[config.mk]
export PLATFORM = sky130hd
export DESIGN_NAME = sslh_top
export DESIGN_NICKNAME = d
export VERILOG_FILES = /design/src/sslh_pkg.sv /design/src/sslh_rx.sv /design/src/sslh_top.sv /design/src/sslh_tx.sv
export SDC_FILE = /design/constraint.sdc
export NUM_CORES = 2
export LEC_CHECK = 0
export BUFFER_PORTS_ARGS = -buffer_cell sky130_fd_sc_hd__buf_2
export CORE_ASPECT_RATIO = 1.2
export CORE_MARGIN = 4
export CORE_UTILIZATION = 28
export CTS_CLUSTER_SIZE = 10
export DETAILED_ROUTE_END_ITERATION = 10
export PLACE_DENSITY = 0.51
export SETUP_SLACK_MARGIN = 0.5
export SLEW_MARGIN = 20
export SYNTH_ARGS = -nofsm -noshare
export SYNTH_HDL_FRONTEND = slang
export SYNTH_SLANG_ARGS = --single-unit
[constraint.sdc]
create_clock -name ref_clk_i -period 8.7 [get_ports ref_clk_i]
set_clock_uncertainty 0.15 [all_clocks]
set_input_delay 0 -clock ref_clk_i [delete_from_list [all_inputs] [get_ports ref_clk_i]]
set_output_delay 0 -clock ref_clk_i [all_outputs]
set_load 0.02 [all_outputs]
[src/sslh_pkg.sv]
// Constants, register map and types of the servo serial link handshake port
// Operation
// - Every character: one start bit, eight data bits, no parity, one stop bit.
// - Two-bit baud code: 0 gives 2400, 1 gives 4800, 2 gives 9600 bit/s.
// - Baud and module ID changes take effect only at next control power-on.
// - Module ID is configurable from 1 to 15 and names this unit.
// - Host and driver are wired point to point; nobody else shares the line.
// - A side with a block to send first transmits request byte 05h.
// - A side able to accept a block answers with ready byte 04h.
// - Transmit mode starts only after sending request and receiving ready.
// - Receive mode starts after receiving request and answering ready.
// - A complete, correct block is answered with acknowledge byte 06h.
// - A faulty block is answered with negative acknowledge byte 15h.
// - A block is faulty on checksum failure or inter-character timeout.
// - First byte N gives N plus 3 more bytes; all bytes must sum to zero.
// - Sender retries from the request byte on timeout or any non-acknowledge reply.
// - Inter-character timeout programmable 1 to 255 tenths of a second; expiry gives 15h.
// - On simultaneous requests the slave yields and enters receive mode; code ignores a request arriving while its own is still being sent.
package sslh_pkg;
  // ==========================================================================
  // Timing
  localparam int          CLK_HZ      = 10_000_000;
  localparam int          OS_RATE     = 16;
  localparam logic [15:0] DIV_2400    = 16'(CLK_HZ / (OS_RATE * 2400));
  localparam logic [15:0] DIV_4800    = 16'(CLK_HZ / (OS_RATE * 4800));
  localparam logic [15:0] DIV_9600    = 16'(CLK_HZ / (OS_RATE * 9600));
  localparam int          T_UNIT_MS   = 100;
  localparam int          TENTH_CYC   = CLK_HZ / 1000 * T_UNIT_MS;
  localparam logic [11:0] SEC_TENTHS  = 12'h00a;
  localparam logic [8:0]  BLK_EXTRA   = 9'h004;
  // ==========================================================================
  // Control bytes
  localparam logic [7:0]  C_REQ       = 8'h05;
  localparam logic [7:0]  C_RDY       = 8'h04;
  localparam logic [7:0]  C_ACK       = 8'h06;
  localparam logic [7:0]  C_NAK       = 8'h15;
  // ==========================================================================
  // Register offsets
  localparam logic [7:0]  A_SETUP     = 8'h00;
  localparam logic [7:0]  A_PROTO     = 8'h04;
  localparam logic [7:0]  A_TXDATA    = 8'h08;
  localparam logic [7:0]  A_CMD       = 8'h0c;
  localparam logic [7:0]  A_STATUS    = 8'h10;
  localparam logic [7:0]  A_IRQ_STAT  = 8'h14;
  localparam logic [7:0]  A_IRQ_MASK  = 8'h18;
  localparam logic [7:0]  A_RXDATA    = 8'h1c;
  // Field positions
  localparam int          F_BAUD      = 0;
  localparam int          F_ID        = 4;
  localparam int          F_T1        = 0;
  localparam int          F_T2        = 8;
  localparam int          F_RTY       = 16;
  localparam int          F_MASTER    = 20;
  localparam int          F_SEND      = 0;
  localparam int          F_CLRBUF    = 1;
  // Reset values
  localparam logic [1:0]  RST_BAUD    = 2'h2;
  localparam logic [3:0]  RST_ID      = 4'h1;
  localparam logic [7:0]  RST_T1      = 8'h05;
  localparam logic [7:0]  RST_T2      = 8'h0a;
  localparam logic [3:0]  RST_RTY     = 4'h1;
  // Interrupt bits: rx ok, rx bad, tx ok, tx fail
  localparam int          N_EV        = 4;
  // ==========================================================================
  // Link states
  typedef enum logic [5:0] {
    S_IDLE     = 6'h01,
    S_WAIT_RDY = 6'h02,
    S_TX_BLK   = 6'h04,
    S_WAIT_ACK = 6'h08,
    S_RX_BLK   = 6'h10,
    S_RX_REPLY = 6'h20
  } sslh_state_e;
endpackage : sslh_pkg

[src/sslh_rx.sv]
// Serial character receiver, 16x oversampled
`timescale 1ns/10ps
`default_nettype none
module sslh_rx (
  input  wire logic       ref_clk_i, // System clock
  input  wire logic       rst_i,     // Async reset, high
  input  wire logic       os_tick_i, // Oversample tick
  input  wire logic       rxd_i,     // Serial line in
  output logic      [7:0] byte_o,    // Received byte
  output logic            vld_o      // Byte valid pulse
);
  logic       s1_ff;
  logic       s2_ff;
  logic       busy_ff;
  logic [3:0] ph_ff;
  logic [3:0] bit_ff;
  logic [7:0] sh_ff;
  logic       vld_ff;
  wire        ph_end = (ph_ff == ((bit_ff == 4'h0) ? 4'h7 : 4'hf));

  // ==========================================================================
  // Two-stage line synchroniser
  always_ff @(posedge ref_clk_i or posedge rst_i) begin
    if (rst_i) begin
      s1_ff <= 1'b1;
      s2_ff <= 1'b1;
    end else begin
      s1_ff <= rxd_i;
      s2_ff <= s1_ff;
    end
  end

  // Start detect, mid-bit sampling, stop check
  always_ff @(posedge ref_clk_i or posedge rst_i) begin
    if (rst_i) begin
      busy_ff <= 1'b0;
      ph_ff   <= 4'h0;
      bit_ff  <= 4'h0;
      sh_ff   <= 8'h00;
      vld_ff  <= 1'b0;
    end else begin
      vld_ff <= 1'b0;
      if (!busy_ff) begin
        busy_ff <= ~s2_ff;
        ph_ff   <= 4'h0;
        bit_ff  <= 4'h0;
      end else if (os_tick_i) begin
        ph_ff <= ph_end ? 4'h0 : ph_ff + 4'h1;
        if (ph_end) begin
          bit_ff <= bit_ff + 4'h1;
          if (bit_ff == 4'h0) begin
            busy_ff <= ~s2_ff;                 // False start aborts
          end else if (bit_ff <= 4'h8) begin
            sh_ff <= {s2_ff, sh_ff[7:1]};      // LSB first
          end else begin
            busy_ff <= 1'b0;
            vld_ff  <= s2_ff;                  // Needs a high stop bit
          end
        end
      end
    end
  end

  assign byte_o = sh_ff;
  assign vld_o  = vld_ff;
endmodule : sslh_rx
`default_nettype wire

[src/sslh_top.sv]
// Servo serial link port: APB registers, handshake engine, block buffers
//
// Implementation choices: the APB slave port and the placing of the registers.
`timescale 1ns/10ps
`default_nettype none
module sslh_top #(
  parameter int TENTH_CYC = sslh_pkg::TENTH_CYC        // Cycles in 0.1 s
) (
  input  wire logic        ref_clk_i,     // System clock, 10 MHz
  input  wire logic        rst_i,         // Async reset, high
  input  wire logic        psel_i,        // APB select
  input  wire logic        penable_i,     // APB enable
  input  wire logic        pwrite_i,      // APB write
  input  wire logic [7:0]  paddr_i,       // APB byte address
  input  wire logic [31:0] pwdata_i,      // APB write data
  output logic      [31:0] prdata_o,      // APB read data
  output logic             pready_o,      // APB ready
  output logic             pslverr_o,     // APB error, unmapped
  input  wire logic        ctrl_pwr_on_i, // Control power applied
  input  wire logic        rxd_i,         // Serial in
  output logic             txd_o,         // Serial out
  output logic             irq_o          // Interrupt, high
);
  localparam int N_EV_W = sslh_pkg::N_EV;

  sslh_pkg::sslh_state_e state_ff, nxt_state;

  logic [1:0]  set_baud_ff;
  logic [3:0]  set_id_ff;
  logic [1:0]  act_baud_ff;
  logic [3:0]  act_id_ff;
  logic        boot_ff;
  logic        pw1_ff, pw2_ff, pw3_ff;
  logic [7:0]  t1_ff;
  logic [7:0]  t2_ff;
  logic [3:0]  rty_ff;
  logic        master_ff;
  logic [15:0] os_cnt_ff;
  logic [23:0] pre_ff;
  logic [11:0] tmr_ff, nxt_tmr;
  logic        send_ff, nxt_send;
  logic [8:0]  idx_ff, nxt_idx;
  logic [7:0]  sum_ff, nxt_sum;
  logic        bad_ff, nxt_bad;
  logic [3:0]  try_ff, nxt_try;
  logic        go_ff, nxt_go;
  logic [7:0]  gob_ff, nxt_gob;
  logic [N_EV_W-1:0] ev;
  logic        rxw;
  logic [7:0]  tx_buf_ff [256];
  logic [7:0]  rx_buf_ff [256];
  logic [7:0]  tx_wp_ff;
  logic [7:0]  rx_rp_ff;
  logic [8:0]  rx_cnt_ff;
  logic [3:0]  irq_stat_ff, irq_mask_ff, nxt_stat;
  logic        irq_ff;
  logic        pready_ff, pslverr_ff;
  logic [31:0] prdata_ff;
  logic        tx_busy;
  logic        txd;
  logic [7:0]  rx_byte;
  logic        rx_vld;

  // ==========================================================================
  // Helpers
  function automatic logic [15:0] baud_div(input logic [1:0] code);
    unique case (code)
      2'h1:    baud_div = sslh_pkg::DIV_4800;
      2'h2:    baud_div = sslh_pkg::DIV_9600;
      default: baud_div = sslh_pkg::DIV_2400;
    endcase
  endfunction : baud_div

  function automatic logic addr_ok(input logic [7:0] a);
    addr_ok = (a[1:0] == 2'h0) && (a <= sslh_pkg::A_RXDATA);
  endfunction : addr_ok

  // ==========================================================================
  // APB decode
  wire        acc     = psel_i & penable_i & ~pready_ff;
  wire        hit     = addr_ok(paddr_i);
  wire        wr      = acc & pwrite_i & hit;
  wire        rd      = acc & ~pwrite_i & hit;
  wire        wr_set  = wr & (paddr_i == sslh_pkg::A_SETUP);
  wire        wr_pro  = wr & (paddr_i == sslh_pkg::A_PROTO);
  wire        wr_txd  = wr & (paddr_i == sslh_pkg::A_TXDATA) & ~send_ff;
  wire        wr_cmd  = wr & (paddr_i == sslh_pkg::A_CMD);
  wire        wr_ist  = wr & (paddr_i == sslh_pkg::A_IRQ_STAT);
  wire        wr_msk  = wr & (paddr_i == sslh_pkg::A_IRQ_MASK);
  wire        rd_rxd  = rd & (paddr_i == sslh_pkg::A_RXDATA);
  wire        cmd_go  = wr_cmd & pwdata_i[sslh_pkg::F_SEND];
  wire        cmd_clr = wr_cmd & pwdata_i[sslh_pkg::F_CLRBUF] & ~send_ff;
  wire [3:0]  wr_id   = pwdata_i[sslh_pkg::F_ID +: 4];
  wire [31:0] rd_mux  =
      (paddr_i == sslh_pkg::A_SETUP)    ? {24'h0, set_id_ff, 2'h0, set_baud_ff} :
      (paddr_i == sslh_pkg::A_PROTO)    ? {11'h0, master_ff, rty_ff, t2_ff, t1_ff} :
      (paddr_i == sslh_pkg::A_STATUS)   ? {act_id_ff, act_baud_ff, rx_cnt_ff,
                                           send_ff, 10'h0, state_ff} :
      (paddr_i == sslh_pkg::A_IRQ_STAT) ? {28'h0, irq_stat_ff} :
      (paddr_i == sslh_pkg::A_IRQ_MASK) ? {28'h0, irq_mask_ff} :
      (paddr_i == sslh_pkg::A_RXDATA)   ? {24'h0, rx_buf_ff[rx_rp_ff]} :
      (paddr_i == sslh_pkg::A_TXDATA)   ? {24'h0, tx_wp_ff} : 32'h0;

  // Registered APB answer, one wait state
  always_ff @(posedge ref_clk_i or posedge rst_i) begin
    if (rst_i) begin
      pready_ff  <= 1'b0;
      pslverr_ff <= 1'b0;
      prdata_ff  <= 32'h0;
    end else begin
      pready_ff  <= acc;
      pslverr_ff <= acc & ~hit;
      prdata_ff  <= rd ? rd_mux : 32'h0;
    end
  end

  // ==========================================================================
  // Settings; line settings are latched only at control power-on
  wire pwr_edge = pw2_ff & ~pw3_ff;
  wire reload   = ~boot_ff | pwr_edge;

  always_ff @(posedge ref_clk_i or posedge rst_i) begin
    if (rst_i) begin
      pw1_ff      <= 1'b0;
      pw2_ff      <= 1'b0;
      pw3_ff      <= 1'b0;
      boot_ff     <= 1'b0;
      set_baud_ff <= sslh_pkg::RST_BAUD;
      set_id_ff   <= sslh_pkg::RST_ID;
      act_baud_ff <= sslh_pkg::RST_BAUD;
      act_id_ff   <= sslh_pkg::RST_ID;
    end else begin
      pw1_ff  <= ctrl_pwr_on_i;
      pw2_ff  <= pw1_ff;
      pw3_ff  <= pw2_ff;
      boot_ff <= 1'b1;
      if (wr_set) begin
        set_baud_ff <= pwdata_i[sslh_pkg::F_BAUD +: 2];
        if (wr_id != 4'h0) begin
          set_id_ff <= wr_id;
        end
      end
      if (reload) begin
        act_baud_ff <= set_baud_ff;
        act_id_ff   <= set_id_ff;
      end
    end
  end

  // Protocol parameters, live; zero timeouts ignored
  always_ff @(posedge ref_clk_i or posedge rst_i) begin
    if (rst_i) begin
      t1_ff     <= sslh_pkg::RST_T1;
      t2_ff     <= sslh_pkg::RST_T2;
      rty_ff    <= sslh_pkg::RST_RTY;
      master_ff <= 1'b0;
    end else if (wr_pro) begin
      if (pwdata_i[sslh_pkg::F_T1 +: 8] != 8'h0) begin
        t1_ff <= pwdata_i[sslh_pkg::F_T1 +: 8];
      end
      if (pwdata_i[sslh_pkg::F_T2 +: 8] != 8'h0) begin
        t2_ff <= pwdata_i[sslh_pkg::F_T2 +: 8];
      end
      rty_ff    <= pwdata_i[sslh_pkg::F_RTY +: 4];
      master_ff <= pwdata_i[sslh_pkg::F_MASTER];
    end
  end

  // ==========================================================================
  // Oversample divider and 0.1 s prescaler
  wire os_tick = (os_cnt_ff == 16'h0);
  wire tenth   = (pre_ff == 24'h0);

  always_ff @(posedge ref_clk_i or posedge rst_i) begin
    if (rst_i) begin
      os_cnt_ff <= 16'h0;
      pre_ff    <= 24'h0;
    end else begin
      os_cnt_ff <= os_tick ? baud_div(act_baud_ff) - 16'h1 : os_cnt_ff - 16'h1;
      pre_ff    <= tenth ? 24'(TENTH_CYC - 1) : pre_ff - 24'h1;
    end
  end

  sslh_rx u_rx (
    .ref_clk_i (ref_clk_i),
    .rst_i     (rst_i),
    .os_tick_i (os_tick),
    .rxd_i     (rxd_i),
    .byte_o    (rx_byte),
    .vld_o     (rx_vld)
  );

  sslh_tx u_tx (
    .ref_clk_i (ref_clk_i),
    .rst_i     (rst_i),
    .os_tick_i (os_tick),
    .go_i      (go_ff),
    .data_i    (gob_ff),
    .busy_o    (tx_busy),
    .txd_o     (txd)
  );

  // ==========================================================================
  // Handshake engine
  wire        tx_free = ~tx_busy & ~go_ff;
  wire        tmo     = (tmr_ff == 12'h0);
  wire [11:0] t1_tn   = {4'h0, t1_ff};
  wire [11:0] t2_tn   = 12'(t2_ff * sslh_pkg::SEC_TENTHS);
  wire [8:0]  tx_len  = {1'b0, tx_buf_ff[0]} + sslh_pkg::BLK_EXTRA;
  wire [7:0]  n_byte  = (idx_ff == 9'h0) ? rx_byte : rx_buf_ff[0];
  wire [8:0]  rx_len  = {1'b0, n_byte} + sslh_pkg::BLK_EXTRA;
  wire        last_tr = (try_ff >= rty_ff);

  always_comb begin
    nxt_state = state_ff;
    nxt_tmr   = (tenth && !tmo) ? tmr_ff - 12'h1 : tmr_ff;
    nxt_send  = send_ff | cmd_go;
    nxt_idx   = idx_ff;
    nxt_sum   = sum_ff;
    nxt_bad   = bad_ff;
    nxt_try   = try_ff;
    nxt_go    = 1'b0;
    nxt_gob   = gob_ff;
    ev        = 4'h0;
    rxw       = 1'b0;
    unique case (state_ff)
      sslh_pkg::S_IDLE: begin
        if (rx_vld && rx_byte == sslh_pkg::C_REQ && tx_free) begin
          nxt_go    = 1'b1;
          nxt_gob   = sslh_pkg::C_RDY;
          nxt_state = sslh_pkg::S_RX_BLK;
          nxt_idx   = 9'h0;
          nxt_sum   = 8'h0;
          nxt_tmr   = t2_tn;
        end else if (send_ff && tx_free) begin
          nxt_go    = 1'b1;
          nxt_gob   = sslh_pkg::C_REQ;
          nxt_state = sslh_pkg::S_WAIT_RDY;
          nxt_tmr   = t2_tn;
        end
      end
      sslh_pkg::S_WAIT_RDY: begin
        if (rx_vld && rx_byte == sslh_pkg::C_RDY) begin
          nxt_state = sslh_pkg::S_TX_BLK;
          nxt_idx   = 9'h0;
        end else if (rx_vld && rx_byte == sslh_pkg::C_REQ && !master_ff && tx_free) begin
          nxt_go    = 1'b1;
          nxt_gob   = sslh_pkg::C_RDY;
          nxt_state = sslh_pkg::S_RX_BLK;
          nxt_idx   = 9'h0;
          nxt_sum   = 8'h0;
          nxt_tmr   = t2_tn;
        end else if (tmo) begin
          nxt_state = sslh_pkg::S_IDLE;
          nxt_try   = last_tr ? 4'h0 : try_ff + 4'h1;
          nxt_send  = ~last_tr;
          ev[3]     = last_tr;
        end
      end
      sslh_pkg::S_TX_BLK: begin
        if (tx_free && idx_ff == tx_len) begin
          nxt_state = sslh_pkg::S_WAIT_ACK;
          nxt_tmr   = t2_tn;
        end else if (tx_free) begin
          nxt_go  = 1'b1;
          nxt_gob = tx_buf_ff[idx_ff[7:0]];
          nxt_idx = idx_ff + 9'h1;
        end
      end
      sslh_pkg::S_WAIT_ACK: begin
        if (rx_vld && rx_byte == sslh_pkg::C_ACK) begin
          nxt_state = sslh_pkg::S_IDLE;
          nxt_try   = 4'h0;
          nxt_send  = 1'b0;
          ev[2]     = 1'b1;
        end else if (rx_vld || tmo) begin
          nxt_state = sslh_pkg::S_IDLE;
          nxt_try   = last_tr ? 4'h0 : try_ff + 4'h1;
          nxt_send  = ~last_tr;
          ev[3]     = last_tr;
        end
      end
      sslh_pkg::S_RX_BLK: begin
        if (rx_vld) begin
          rxw     = 1'b1;
          nxt_idx = idx_ff + 9'h1;
          nxt_sum = sum_ff + rx_byte;
          nxt_tmr = t1_tn;
          if (idx_ff + 9'h1 == rx_len) begin
            nxt_state = sslh_pkg::S_RX_REPLY;
            nxt_bad   = (sum_ff + rx_byte) != 8'h0;
          end
        end else if (tmo) begin
          nxt_state = sslh_pkg::S_RX_REPLY;
          nxt_bad   = 1'b1;
        end
      end
      sslh_pkg::S_RX_REPLY: begin
        if (tx_free) begin
          nxt_go    = 1'b1;
          nxt_gob   = bad_ff ? sslh_pkg::C_NAK : sslh_pkg::C_ACK;
          nxt_state = sslh_pkg::S_IDLE;
          nxt_bad   = 1'b0;
          ev[1]     = bad_ff;
          ev[0]     = ~bad_ff;
        end
      end
    endcase
  end

  // Engine registers
  always_ff @(posedge ref_clk_i or posedge rst_i) begin
    if (rst_i) begin
      state_ff <= sslh_pkg::S_IDLE;
      tmr_ff   <= 12'h0;
      send_ff  <= 1'b0;
      idx_ff   <= 9'h0;
      sum_ff   <= 8'h0;
      bad_ff   <= 1'b0;
      try_ff   <= 4'h0;
      go_ff    <= 1'b0;
      gob_ff   <= 8'h00;
    end else begin
      state_ff <= nxt_state;
      tmr_ff   <= nxt_tmr;
      send_ff  <= nxt_send;
      idx_ff   <= nxt_idx;
      sum_ff   <= nxt_sum;
      bad_ff   <= nxt_bad;
      try_ff   <= nxt_try;
      go_ff    <= nxt_go;
      gob_ff   <= nxt_gob;
    end
  end

  // ==========================================================================
  // Block buffers, flip-flop storage
  always_ff @(posedge ref_clk_i) begin
    if (wr_txd) begin
      tx_buf_ff[tx_wp_ff] <= pwdata_i[7:0];
    end
    if (rxw) begin
      rx_buf_ff[idx_ff[7:0]] <= rx_byte;
    end
  end

  // Buffer pointers and received length
  always_ff @(posedge ref_clk_i or posedge rst_i) begin
    if (rst_i) begin
      tx_wp_ff  <= 8'h0;
      rx_rp_ff  <= 8'h0;
      rx_cnt_ff <= 9'h0;
    end else begin
      tx_wp_ff  <= cmd_clr ? 8'h0 : tx_wp_ff + {7'h0, wr_txd};
      rx_rp_ff  <= rxw && idx_ff == 9'h0 ? 8'h0 : rx_rp_ff + {7'h0, rd_rxd};
      rx_cnt_ff <= rxw ? nxt_idx : rx_cnt_ff;
    end
  end

  // ==========================================================================
  // Interrupts: sticky, write one to clear, set wins
  always_comb begin
    nxt_stat = (irq_stat_ff & ~(wr_ist ? pwdata_i[3:0] : 4'h0)) | ev;
  end

  always_ff @(posedge ref_clk_i or posedge rst_i) begin
    if (rst_i) begin
      irq_stat_ff <= 4'h0;
      irq_mask_ff <= 4'h0;
      irq_ff      <= 1'b0;
    end else begin
      irq_stat_ff <= nxt_stat;
      irq_mask_ff <= wr_msk ? pwdata_i[3:0] : irq_mask_ff;
      irq_ff      <= |(nxt_stat & (wr_msk ? pwdata_i[3:0] : irq_mask_ff));
    end
  end

  assign prdata_o  = prdata_ff;
  assign pready_o  = pready_ff;
  assign pslverr_o = pslverr_ff;
  assign txd_o     = txd;       // Point-to-point line
  assign irq_o     = irq_ff;
endmodule : sslh_top
`default_nettype wire

[src/sslh_tx.sv]
// Serial character transmitter, 8N1
`timescale 1ns/10ps
`default_nettype none
module sslh_tx (
  input  wire logic       ref_clk_i, // System clock
  input  wire logic       rst_i,     // Async reset, high
  input  wire logic       os_tick_i, // Oversample tick
  input  wire logic       go_i,      // Start pulse
  input  wire logic [7:0] data_i,    // Byte to send
  output logic            busy_o,    // Character in flight
  output logic            txd_o      // Serial line out
);
  logic [10:0] sh_ff;
  logic [3:0] ph_ff;
  logic [3:0] cnt_ff;
  logic       busy_ff;

  // ==========================================================================
  // Frame shifter: start, eight data, stop, line idles high
  // Start bit waits for the next tick, so every bit is a full 16 ticks
  always_ff @(posedge ref_clk_i or posedge rst_i) begin
    if (rst_i) begin
      sh_ff   <= 11'h7ff;
      ph_ff   <= 4'h0;
      cnt_ff  <= 4'h0;
      busy_ff <= 1'b0;
    end else if (go_i && !busy_ff) begin
      sh_ff   <= {1'b1, data_i, 1'b0, 1'b1};
      ph_ff   <= 4'hf;
      cnt_ff  <= 4'h0;
      busy_ff <= 1'b1;
    end else if (busy_ff && os_tick_i) begin
      ph_ff <= ph_ff + 4'h1;
      if (ph_ff == 4'hf) begin
        sh_ff   <= {1'b1, sh_ff[10:1]};
        cnt_ff  <= cnt_ff + 4'h1;
        busy_ff <= (cnt_ff != 4'ha);
      end
    end
  end

  assign busy_o = busy_ff;
  assign txd_o  = sh_ff[0];
endmodule : sslh_tx
`default_nettype wire
==> PnR_summary.wiki <==
{| class="wikitable"
! Metric !! Value
|-
| Most crowded layer after global routing || met2
|-
| GR Layer Usage met2 || 0.266
|-
| Count of cell types in the netlist || 89
|-
| P per Cell Area || 216 nW/um2
|-
| Most used DFF post-synth || sky130_fd_sc_hd__edfxtp_1
|-
| Max Fclk || 189 MHz
|-
| Clk network pwr share || 0.455
|-
| Synth-to-layout area growth || 15.2%
|-
| Final hold slack || 22.7 ps
|-
| Number of optimization iterations in the first detailed-route pass || 6
|-
| Min-delay worst type || in2async
|-
| Hold Violations, Final || 0
|-
| Static Leak || 54.3 nW
|-
| Number of max-cap violations || 0
|-
| Die Span X || 722 um
|-
| Number of flops mapped to enable cells by yosys || 4096
|-
| Nets || 9273
|-
| Initial antenna violation count || 31
|-
| Area inside the core boundary || 609000 um2
|-
| HPWL after detailed placement || 307000 um
|-
| Clk buf depth || 4
|-
| Final Routed Wirelength || 502000 um
|-
| Count of yosys warnings during synthesis || 0
|-
| Number of rows in the core area || 314
|-
| Crit path time final || 5280 ps
|-
| Grt total ovfl || 0
|-
| Switching Power || 8.58 mW
|-
| Most frequent cells in the layout || sky130_fd_sc_hd__edfxtp_1, sky130_fd_sc_hd__mux4_2, sky130_fd_sc_hd__nor2_1, sky130_fd_sc_hd__clkbuf_16, sky130_fd_sc_hd__mux2i_1
|-
| Clock network latency to the later pin of the worst-skew pair || 1100 ps
|-
| Met3 demand-to-capacity share in global routing || 0.0326
|-
| Count of unresolved DRC violations after routing || 0
|-
| Reg clk slew, reported paths || 50 ps
|-
| Global routing met1 resource utilization || 0.199
|-
| CTS tree || done
|-
| Pin slew with the least headroom to its limit || 1180 ps
|-
| Port buffer count || 71
|-
| Ports || 83
|-
| Detail-routed via count per cell || 5.07
|-
| Combinational fraction of design power || 0.011
|-
| Mean post-synth cell area || 19.5 um2
|-
| Pwr Total || 42.5 mW
|-
| Pins over their slew limit || 0
|-
| Async set-reset flop share out of synthesis || 0.0540
|-
| Sum of negative setup slack || 0 ps
|-
| Sequential cell fraction of total power || 0.534
|-
| Outcome || complete, no violations
|-
| FF+latch count, synth || 4330
|-
| Proportion of netlist area held by the largest area contributor || 0.719
|-
| CP required || 9240 ps
|-
| Critical-path maximum fanout || 16
|-
| Total clock buffers created by CTS || 518
|-
| Overall routing resource usage || 0.156
|-
| Buffer type at the clock tree root || sky130_fd_sc_hd__clkbuf_16
|-
| Initial DRC count || 9543
|-
| Global-route wire length before repair || 702000 um
|-
| TritonCTS Sinks || 4330
|-
| Setup repair after global routing missed its margin || false
|-
| Switch share || 0.202
|-
| Total number of vias || 88483
|-
| Internal portion of total power || 33.9 mW
|-
| Total die area || 624000 um2
|-
| Average wire per standard cell || 28.8 um
|-
| Most frequent standard cell in the layout excluding fill and tap cells || sky130_fd_sc_hd__edfxtp_1
|-
| Mapped Area || 171000 um2
|-
| Peak supply drop || 0.188 mV
|-
| Remaining antenna violation count after routing || 0
|-
| Post-Syn Nets || 8891
|-
| Count of cells resized by post-cts repair || 0
|-
| Share of layout cells above drive strength 1 || 0.208
|-
| Filler Cells Inserted || 57590
|-
| CP Launch Type || flip-flop
|-
| Cell taking the most area after synthesis || sky130_fd_sc_hd__edfxtp_1
|-
| Die height || 864 um
|-
| Path type of the worst setup path || reg2reg
|-
| Leading cell types by total area after synthesis || sky130_fd_sc_hd__edfxtp_1, sky130_fd_sc_hd__mux4_2, sky130_fd_sc_hd__dfrtp_1, sky130_fd_sc_hd__mux2i_1, sky130_fd_sc_hd__nor2_1
|-
| Maximum number of pins on one net before global-route repair || 203
|-
| Initial standard-cell utilization of the core || 0.281
|-
| Final count of negative-setup-slack endpoints || 0
|-
| Total number of H-tree levels || 6
|-
| Fraction of the yosys area taken by sequential cells || 0.753
|-
| Final core utilization || 0.323
|-
| Final cycle utilization of the critical path || 0.607
|-
| CP Data Arrival Time || 5820 ps
|-
| Vias in the first global route || 90839
|-
| Synthesized instance count || 8796
|-
| Worst relative slew slack || 0.213
|-
| Nature of the critical path endpoint || flip-flop
|-
| Weighted congestion at the end of routability-driven global placement || 0.846
|}
## through the flow
stage                     cells  setup WS [ps]  instance area [um2]
after floorplan            8796           2170               171000
after global placement    16620           3580               181000
after detailed placement  16620           3600               181000
after CTS                 17438           3600               197000
after global routing      17442           3250               197000
final                     17451           3420               197000
## critical path: stages, from the launching register on
cell and delay [ps]:
sky130_fd_sc_hd__dfrtp_1 500, sky130_fd_sc_hd__nand3b_1 350, sky130_fd_sc_hd__dlygate4sd3_1 790, sky130_fd_sc_hd__inv_1 130
sky130_fd_sc_hd__nand4_1 540, sky130_fd_sc_hd__nor2_1 350, sky130_fd_sc_hd__nand2_1 190, sky130_fd_sc_hd__nor3b_1 510
sky130_fd_sc_hd__nand2_1 100, sky130_fd_sc_hd__buf_4 380, sky130_fd_sc_hd__nor2_1 830
## power by group through the flow
stage / Combinational (mW) / Clock [mW] / Sequential (mW)
4_1_cts: 0.468 / 19.7 / 22.7
2_1_floorplan: 0.176 / 0 / 23.1
5_1_grt: 0.508 / 20.6 / 22.7
3_5_place_dp: 0.433 / 0 / 23.1
6_report: 0.466 / 19.4 / 22.7
3_3_place_gp: 0.419 / 0 / 23.1
## cell families (layout without fill, tap and decap cells)
logic type | after synthesis | in the layout | synth area share
flops | 4330 | 4330 | 0.753
simple gates | 1493 | 1493 | 0.0388
mux | 1385 | 1385 | 0.149
compound gates | 875 | 875 | 0.0352
buf+inv | 567 | 1154 | 0.0159
xor+xnor | 97 | 97 | 0.00496
fa+ha+maj | 48 | 48 | 0.00360
other cells | 1 | 11 | 0.0000219
## per-layer routing
metal  routed length (um)  part of all wire
met5                   65           0.00013
met3                36900             0.074
met2               251000              0.50
met4                15900             0.032
met1               199000              0.40
## final cells by class
cell class	instances	area [um2]	area share
clock inverter	68	871	0.00442
clock buffer	657	13800	0.0702
timing repair buffer	379	3360	0.0170
multi-input combinational	3899	39800	0.202
sequential	4330	129000	0.654
antenna	10	25.0	0.000127
tap	8058	10100	0.0511
inverter	50	203	0.00103
## sequential cells by signal (all words and copies together), names as in the netlist, 9 cells and up
signal / flops
tx_buf_ff: 2048
os_cnt_ff: 16
u_tx.sh_ff: 10
rx_buf_ff: 2048
rx_cnt_ff: 9
prdata_o: 32
pre_ff: 24
tmr_ff: 12
idx_ff: 9
## cells in the mapped netlist (31+ instances only)
| cell | instances |
|---|---|
| sky130_fd_sc_hd__clkbuf_1 | 247 |
| sky130_fd_sc_hd__mux2i_1 | 433 |
| sky130_fd_sc_hd__buf_4 | 79 |
| sky130_fd_sc_hd__xnor2_1 | 55 |
| sky130_fd_sc_hd__nand3_1 | 59 |
| sky130_fd_sc_hd__nand2_1 | 349 |
| sky130_fd_sc_hd__ha_1 | 46 |
| sky130_fd_sc_hd__o21ai_0 | 78 |
| sky130_fd_sc_hd__o221ai_1 | 167 |
| sky130_fd_sc_hd__nor3_1 | 100 |
| sky130_fd_sc_hd__a22oi_1 | 88 |
| sky130_fd_sc_hd__dfrtp_1 | 212 |
| sky130_fd_sc_hd__mux2_2 | 31 |
| sky130_fd_sc_hd__o22ai_1 | 87 |
| sky130_fd_sc_hd__xor2_1 | 42 |
| sky130_fd_sc_hd__nor2b_1 | 36 |
| sky130_fd_sc_hd__nor2_1 | 717 |
| sky130_fd_sc_hd__buf_1 | 45 |
| sky130_fd_sc_hd__a21oi_1 | 205 |
| sky130_fd_sc_hd__mux4_2 | 921 |
| sky130_fd_sc_hd__nor4_1 | 41 |
| sky130_fd_sc_hd__inv_1 | 46 |
| sky130_fd_sc_hd__buf_2 | 128 |
| sky130_fd_sc_hd__edfxtp_1 | 4096 |
| sky130_fd_sc_hd__a31oi_1 | 39 |
## path summary, 6_finish.rpt
check                           startpoint           endpoint  slack, ps  depth (start not counted)
worst max-delay path              pready_o  tx_buf_ff[237][6]       3420                         10
worst min-delay path                 rst_i       prdata_o[15]         20                          4
worst max register to register    pready_o  tx_buf_ff[237][6]       3420                         10
worst min register to register      pw1_ff             pw2_ff        190                          0
max in group asynchronous            rst_i          idx_ff[2]       6430                          6
min in group ref_clk_i               rxd_i         u_rx.s1_ff        100                          3
## timing repair
action | in CTS | in global routing
setup endpoints to repair | 0 | 0
buffers inserted | 0 | 0
hold endpoints to repair | 1636 | 0
hold buffers | 93 | 0
No activity file was read; power rests on OpenSTA's default activity.
